**src/include/cmx_pkg.sv**
```systemverilog
`default_nettype none

// Shared types and constants for the clock selector and fanout
package cmx_pkg;

    // One differential pair: true and complement leg
    typedef struct packed {
        logic t;
        logic c;
    } cmx_diff_s;

    // Raw control pins together with their driven flags
    typedef struct packed {
        logic sel;
        logic sel_driven;
        logic en;
        logic en_driven;
    } cmx_ctrl_s;

    // Number of fanout pairs
    localparam int CMX_NUM_OUT = 4;
    // Width of the raw pin bundle passed through the synchroniser
    localparam int CMX_PIN_W = 8;
    // Levels an open control pin settles to through its pull resistor
    localparam logic CMX_SEL_OPEN = 1'h0;
    localparam logic CMX_EN_OPEN = 1'h1;
    // Select codes
    localparam logic CMX_SEL_PRIMARY = 1'h0;
    localparam logic CMX_SEL_ALTERNATE = 1'h1;
    // Gate state after reset: outputs parked
    localparam logic CMX_GATE_RST = 1'h0;
    // Parked output pair: true low, complement high
    localparam cmx_diff_s CMX_PARKED = '{t: 1'h0, c: 1'h1};

    // Enable tracker: waits for a rise, then a fall, of the chosen clock
    typedef enum logic [1:0] {
        CMX_IDLE,
        CMX_WAIT_RISE,
        CMX_WAIT_FALL
    } cmx_gate_e;

endpackage

`default_nettype wire

```
**src/logic/cmx_fanout.sv**
```systemverilog
`timescale 1ns/1ps
`default_nettype none

////////////////////////////////////////////////////////////////////////////////
// What this block does
// - Select low routes primary pair, select high routes alternate pair
// - Undriven select reads low, so primary clock is chosen
// - Enable high passes the clock; undriven enable reads high
// - Enable low parks every pair: true low, complement high
// - Four identical pairs; true follows clock, complement is its inverse
// - Gate changes only while the selected clock is low
// - Enable is captured on the falling edge of the selected clock
// - After enable changes, a rise then a fall must pass before switching
module cmx_fanout
    import cmx_pkg::*;
#(
    parameter int NUM_OUT = CMX_NUM_OUT
) (
    input wire logic clk,
    input wire logic sys_rst,
    input wire cmx_diff_s prim_clk_in,
    input wire cmx_diff_s alt_clk_in,
    input wire cmx_ctrl_s ctrl_in,
    output cmx_diff_s fanout_output_0,
    output cmx_diff_s fanout_output_1,
    output cmx_diff_s fanout_output_2,
    output cmx_diff_s fanout_output_3
);

    // Only four pairs are wired out, so any other count is refused
    if (NUM_OUT != CMX_NUM_OUT) begin : g_num_out_bad
        $error("cmx_fanout: exactly four output pairs are wired out");
    end

    ////////////////////////////////////////////////////////////////////////////
    // Pin synchronisation

    logic [CMX_PIN_W-1:0] pins_raw;
    logic [CMX_PIN_W-1:0] pins_s;
    cmx_diff_s prim_s;
    cmx_diff_s alt_s;
    cmx_ctrl_s ctrl_s;

    assign pins_raw = {prim_clk_in, alt_clk_in, ctrl_in};
    assign {prim_s, alt_s, ctrl_s} = pins_s;

    cmx_sync #(
        .WIDTH(CMX_PIN_W)
    ) u_sync (
        .clk(clk),
        .din(pins_raw),
        .dout(pins_s)
    );

    ////////////////////////////////////////////////////////////////////////////
    // Input decode and source selection

    wire prim_lvl;
    wire alt_lvl;
    wire sel_eff;
    wire en_eff;
    wire sel_lvl;

    // A floating pair is pulled to true low, complement high, so it reads 0
    assign prim_lvl = prim_s.t & ~prim_s.c;
    assign alt_lvl = alt_s.t & ~alt_s.c;
    // Open control pins take their pull level
    assign sel_eff = ctrl_s.sel_driven ? ctrl_s.sel : CMX_SEL_OPEN;
    assign en_eff = ctrl_s.en_driven ? ctrl_s.en : CMX_EN_OPEN;
    // Select is assumed static; a live change may chop a pulse
    assign sel_lvl = (sel_eff == CMX_SEL_ALTERNATE)
        ? alt_lvl : prim_lvl;

    ////////////////////////////////////////////////////////////////////////////
    // Edge detection on the selected clock

    logic lvl_prev;
    wire rise;
    wire fall;

    assign rise = sel_lvl & ~lvl_prev;
    assign fall = ~sel_lvl & lvl_prev;

    always_ff @(posedge clk) begin
        if (sys_rst) begin
            lvl_prev <= CMX_PARKED.t; // Idle pin level, so no false edge
        end else begin
            lvl_prev <= sel_lvl;
        end
    end

    ////////////////////////////////////////////////////////////////////////////
    // Enable tracker and gate flop

    cmx_gate_e state;
    cmx_gate_e next_state;
    logic gate_en;
    wire differs;
    wire take;

    assign differs = en_eff != gate_en;
    // Taking only on a fall means the clock is low when the gate moves
    assign take = (state == CMX_WAIT_FALL) && fall && differs;

    // A new enable level must see a full rise and fall before it acts
    always_comb begin
        next_state = state;
        case (state)
            CMX_IDLE: begin
                if (differs) begin
                    next_state = CMX_WAIT_RISE;
                end
            end
            CMX_WAIT_RISE: begin
                if (!differs) begin
                    next_state = CMX_IDLE;
                end else if (rise) begin
                    next_state = CMX_WAIT_FALL;
                end
            end
            CMX_WAIT_FALL: begin
                if (!differs || fall) begin
                    next_state = CMX_IDLE;
                end
            end
            default: begin
                next_state = CMX_IDLE;
            end
        endcase
    end

    always_ff @(posedge clk) begin
        if (sys_rst) begin
            state <= CMX_IDLE;
            gate_en <= CMX_GATE_RST;
        end else begin
            state <= next_state;
            if (take) begin
                gate_en <= en_eff;
            end
        end
    end

    ////////////////////////////////////////////////////////////////////////////
    // Fanout pairs

    cmx_diff_s outs [NUM_OUT];
    wire gated;

    assign gated = sel_lvl & gate_en;

    // One flop pair per output keeps each pair's skew equal
    for (genvar i = 0; i < NUM_OUT; i++) begin : g_out
        always_ff @(posedge clk) begin
            if (sys_rst) begin
                outs[i] <= CMX_PARKED;
            end else begin
                outs[i].t <= gated;
                outs[i].c <= ~gated;
            end
        end
    end

    assign fanout_output_0 = outs[0];
    assign fanout_output_1 = outs[1];
    assign fanout_output_2 = outs[2];
    assign fanout_output_3 = outs[3];
endmodule

`default_nettype wire

```
**src/logic/cmx_sync.sv**
```systemverilog
`timescale 1ns/1ps
`default_nettype none

// Two flip-flop synchroniser for a bundle of pin levels
module cmx_sync #(
    parameter int WIDTH = 1
) (
    input wire logic clk,
    input wire logic [WIDTH-1:0] din,
    output logic [WIDTH-1:0] dout
);

    logic [WIDTH-1:0] stage1;

    // First stage is read only by the second stage
    always_ff @(posedge clk) begin
        stage1 <= din;
        dout <= stage1;
    end

    // An empty bundle has nothing to carry, so it is refused at elaboration
    if (WIDTH < 1) begin : g_width_bad
        $error("cmx_sync: WIDTH must be at least 1");
    end

endmodule

`default_nettype wire

```
**config.mk**
```make
export PLATFORM = sky130hd
export DESIGN_NAME = cmx_fanout
export DESIGN_NICKNAME = d
export VERILOG_FILES = /design/src/include/cmx_pkg.sv /design/src/logic/cmx_fanout.sv /design/src/logic/cmx_sync.sv
export SDC_FILE = /design/constraint.sdc
export NUM_CORES = 1
export LEC_CHECK = 0
export BUFFER_PORTS_ARGS = -buffer_cell sky130_fd_sc_hd__buf_2
export CORE_AREA = 2 2 41 43
export CTS_BUF_LIST = sky130_fd_sc_hd__clkbuf_4 sky130_fd_sc_hd__clkbuf_8
export DETAILED_ROUTE_END_ITERATION = 8
export DIE_AREA = 0 0 43 45
export GPL_ROUTABILITY_DRIVEN = 0
export PLACE_DENSITY = 0.77
export SLEW_MARGIN = 20
export SYNTH_ARGS = -nofsm -noshare
export SYNTH_HDL_FRONTEND = slang
export SYNTH_SLANG_ARGS = --single-unit
```
**constraint.sdc**
```tcl
create_clock -name clk -period 2.5 [get_ports clk]
set_input_delay 0.5 -clock clk [delete_from_list [all_inputs] [get_ports clk]]
set_output_delay 0.5 -clock clk [all_outputs]
set_load 0.02 [all_outputs]
```
After elaboration in Yosys (flattened, before gate mapping). Memories as Yosys holds them, arrays and structs flattened. Index checks and enable logic that the tools add are counted.

RAM bits: 8. Bits in registers: 20. Word-level logic and storage cells: 55. Memories kept: 1. Latch bits: 0. Memory bits (read-only): 0. Bits of input ports: 10.

Memory list: outs (words 4, bits a word 2, read ports 4, clocked after Yosys merged registers in 0, wr ports 4, line cmx_fanout.sv:147) `cmx_diff_s outs [NUM_OUT];`.

Magnitude comparators: 0. Muxes and demuxes: 19. Bitwise operators: 18. Equal/unequal tests: 6. Add/sub/neg operators: 0. Shift operators: 0. Reduce and logical (&&, ||, !) cells: 6. Divide/modulo/power cells: 0. Multiply operators: 0.

Operators with widths (number): $mux W1 (14); $mux W2 (4); $or A1 B1 Y1 (8); $pmux W2 S3 (1); $and A1 B1 Y1 (5); $not A1 Y1 (5); $ne A3 B3 Y1 const B (1); $reduce_and A3 Y1 (1); $eq A2 B1 Y1 const B (1); $eq A2 B2 Y1 const B (1); $logic_and A1 B1 Y1 (2); $logic_not A2 Y1 (1); $ne A2 B1 Y1 const B (1); $ne A2 B2 Y1 const B (1); $logic_not A1 Y1 (1); $logic_or A1 B1 Y1 (1); $ne A1 B1 Y1 (1).

Logic depth before layout (Yosys ltp).
Depth after elaboration: 8. Depth in mapped cells: 4. Mapped depth without buffers: 4.

Modules after synthesis. A second synthesis with hierarchy kept.

Cells, all modules: 48. Area, all modules: 625.6 um2.

Modules (own cells, without submodules): cmx_sync (sequential area each 320.3 um2, area each 320.3 um2, instances 1, cells an instance 16); cmx_fanout (sequential area each 140.1 um2, area each 305.3 um2, instances 1, cells an instance 32).

Least setup slack after synthesis. Ideal clock, no wire load.

Path type: input to register. Start: in sys_rst. End: reg state[1]. Arrival time: 1.230 ns. Path slack: 1.212 ns. Cell stages on the path: 4. Setup time: 0.058 ns. Buffers on the path: 0. Cells stage by stage: and2b_1 -> mux2i_1 -> a2111oi_1 -> a21o_1.

RTL lines: start, declared (line cmx_fanout.sv:20) `input wire logic sys_rst,`; end signal, assigned (line cmx_fanout.sv:137) `state <= next_state;`; end, declared (line cmx_fanout.sv:95) `cmx_gate_e state;`.

==> results.txt <==
* Maximum fanout along the worst path: 4
- Cells after Synth: 49
* Lkg Pwr: 0.343 nW
* Root buffer selected by CTS: sky130_fd_sc_hd__clkbuf_4
- After the first detailed-routing iteration, the DRC count stood at 1.
- Status: completed
- The detailed router placed 361 vias in this run.
- Net switching is 20.2% of the power.
- Longest individual stage delay on the worst path: 0.37 ns
* First-pass GRT wire length: 1.15 mm
- Clock-pin slew was measured on the worst setup and hold paths at 0.12 ns.
* Number of I/O pins: 18
- Worst-case clock skew: 0.00775 ns
- Buffers plus inverters on the worst setup path: 1
- Layout cells sized above 1: 35.4%
- Setup_tns: 0 ns
- For the worst-skew pair, the clock arrives at the later sink with an insertion delay of 0.30 ns.
* Antenna violation net count after detailed routing: 0
- Global routing used 8.86% of the available tracks.
- Internal portion of total power: approximately 0.45 mW
- Max Cap Violations: 0
- At the pin with the least slew margin, the transition time is 0.321 ns.
- The worst setup path is of the reg -> out kind.
- Width of the die: 43 um
* Crit path max-delay cell type: sky130_fd_sc_hd__dfxtp_1
- The biggest area contributor in the post-synthesis netlist is sky130_fd_sc_hd__dfxtp_1.
- Maximum operating frequency: 749 MHz
* Count of cells along the worst register-to-register path: 4
- Type of the worst min-delay path: in -> reg
- Ratio of routed vias to standard cells: about 4.5
- The final number of max-transition violations was 0.
* Core Box Area: 1470 um2
- Mean area per synthesized cell: 13.2 um2
- The worst setup path is launched from a flip-flop.
- Setup repair after global routing missed its margin: no
- Initial Util: a little over two fifths
- Share of total power in combinational logic: 3.5%
- Sorting the synthesized cells by how often they occur yields 23 x sky130_fd_sc_hd__dfxtp_1, 5 x sky130_fd_sc_hd__buf_4, 4 x sky130_fd_sc_hd__nor2_1.
- Number of synthesized register bits: 23
- Worst EP required: 2.00 ns
* Post-synthesis net count: 59
- Distinct cell type count after synthesis: 17
- Number of core rows: 14
- The multi-input combinational cells in the finished layout cover a total of around 140 um2.
* Switch Pwr: between 0.1 and 0.15 mW
- TritonCTS built the clock tree.
* Power share of the sequential group: 68.3%
- Across the whole layout, storage elements account for around 460 um2.
- Clock buffer depth: 2
* Number of enable-type register cells in the synthesized netlist: 0
- Number of iterations in the first detailed-routing pass: 2
* Proportion of synthesized chip area in sequential cells: 71.3%
* Power per unit of standard cell area: 767 nW/um2
- After detailed routing, the number of remaining DRC violations is 0.
* CP endpoint kind: output port
* Number of nets in the finished design: 76
- Largest net degree at the start of global routing: 14
- The kind of cell with the highest combined delay along the critical path is flip-flops.
* Worst hold path stage count: 1
- Measured against its own limit, the worst slew margin works out to 78.5%.
- Across all register-to-register paths, the minimum setup slack is 1.20 ns.
- From synthesis to final layout, the design area changed by 14.7%.
- Post-Syn Area: 646 um2
- Number of global-route vias before repair: about 330
- Data arrives at the worst endpoint at 0.84 ns.
- The repair_antennas step left the layout with diodes totalling 0.
* Share of synthesized flip-flops with an asynchronous set or reset: 0%
* H-tree levels: 1
- Max VDD drop: just under 0.4 mV
- Crit path cell chain: buf_2
- CTS Sinks: 23
- Die height: 45 um
- The number of antenna violations at the first check in global routing was 0.
- Final wirelength: 771 um
- Primary FF master, synth: sky130_fd_sc_hd__dfxtp_1
- Buffers inserted to repair hold after CTS numbered 0.
- In this run the biggest area consumer among cell types represents 71.3% of the synthesized area.
- The filler cells instantiated in the layout total 134.
- The number of setup buffers added after CTS is 0.
- Setup violations remaining at the end of the flow were counted as 0.
* Overflow left after global routing: 0
- For this run, the share of the core covered by cells in the final layout is 50.3%.
* Half-perimeter wire length of the detailed placement result: 598 um
- Counting I/O delays and the setup requirement, the final critical path takes 1.34 ns.
- The most common cell in the synthesized netlist is sky130_fd_sc_hd__dfxtp_1.
* Total count of hold-check failures in the final report: 0
- Input/output buffers: 17
- In the post-synthesis netlist, the biggest area contributors are sky130_fd_sc_hd__dfxtp_1 71%, sky130_fd_sc_hd__buf_4 5.8%, sky130_fd_sc_hd__a31oi_4 3.3%.
- Ys Warns: 0
- The number of clock buffers added by TritonCTS is 3.
- The floorplan step defined a die boundary enclosing 1940 um2.
- In this run the number of cells on the critical path is 1.
- The clock network is responsible for between 20 and 30% of the overall power.
- Resize count post-CTS: 0
- In the final routed layout, each cell accounts on average for 9.52 um.
- The final critical path takes up 53.4% of the cycle.
==> final cells by class <==
type                            instances  area share, %
Multi-Input combinational cell         19           18.9
Inverter                                2           1.01
Clock inverter                          1          0.676
Timing Repair Buffer                   17           11.5
Sequential cell                        23           62.2
Clock buffer                            3           3.04
Tap cell                               16           2.70
==> layout by cell type, fill, tap and decap left out <==
cell / count
sky130_fd_sc_hd__mux2_1: 1
sky130_fd_sc_hd__clkinv_2: 1
sky130_fd_sc_hd__and2_1: 1
sky130_fd_sc_hd__nor3_1: 1
sky130_fd_sc_hd__mux2i_1: 1
sky130_fd_sc_hd__a21o_1: 1
sky130_fd_sc_hd__dfxtp_1: 23
sky130_fd_sc_hd__clkbuf_4: 3
sky130_fd_sc_hd__nor2_1: 4
sky130_fd_sc_hd__and2b_2: 1
sky130_fd_sc_hd__and2b_1: 1
sky130_fd_sc_hd__inv_1: 2
sky130_fd_sc_hd__a2111oi_1: 1
sky130_fd_sc_hd__nand2_1: 3
sky130_fd_sc_hd__buf_2: 17
sky130_fd_sc_hd__a31oi_4: 1
sky130_fd_sc_hd__nor3b_1: 1
sky130_fd_sc_hd__and4b_1: 1
sky130_fd_sc_hd__nand4b_1: 1
==> final timing paths <==
kind,end,from
setup / recovery,fanout_output_0[1],outs[0][1]$_SDFF_PP0_
hold reg to reg,u_sync.dout[7]$_DFF_P_,u_sync.stage1[7]$_DFF_P_
setup reg to reg,gate_en$_SDFFE_PP0P_,u_sync.dout[3]$_DFF_P_
hold / removal,u_sync.stage1[3]$_DFF_P_,ctrl_in[3]
==> through the flow <==
stage,cells,cell area [um2],hold slack [ns],setup WS (ns),power (mW)
3_3_place_gp,77,713,0.311,1.07,0.415
5_1_grt,81,741,0.265,1.10,0.597
3_5_place_dp,77,713,0.312,1.03,0.417
6_report,81,741,0.289,1.16,0.568
4_1_cts,81,741,0.274,1.14,0.578
2_1_floorplan,49,646,0.310,1.21,0.407
==> logic make-up (layout without fill, tap and decap cells) <==
kind of cell	after synthesis	count (layout)	share of synthesized area, %
buffers and inverters	7	23	6.98
muxes	2	2	3.29
and+or+nand+nor	14	14	12.4
AOI/OAI and AO/OA	3	3	6.01
DFF	23	23	71.3
==> routing by layer <==
layer	wire (um)	global-route usage, %	part of all wire (%)	vias up
li1	-	-	-	188
met1	305	6.85	40	153
met3	69	2.80	8.9	2
met4	12	11.5	1.6	0
met5	0	0	0	-
met2	383	15.5	50	18
==> power by group through the flow <==
stage	logic (mW)	clock network (mW)	registers [mW]
2_1_floorplan	0.0116	0	0.395
3_3_place_gp	0.0191	0	0.396
3_5_place_dp	0.0204	0	0.397
4_1_cts	0.0205	0.169	0.388
5_1_grt	0.0221	0.184	0.390
6_report	0.0201	0.160	0.388
==> sequential cells by signal, summed over array words and instances (netlist names) <==
signal,count
outs,3
u_sync.dout,8
gate_en,1
lvl_prev,1
state,2
u_sync.stage1,8
(Power assumes the default switching activity.)
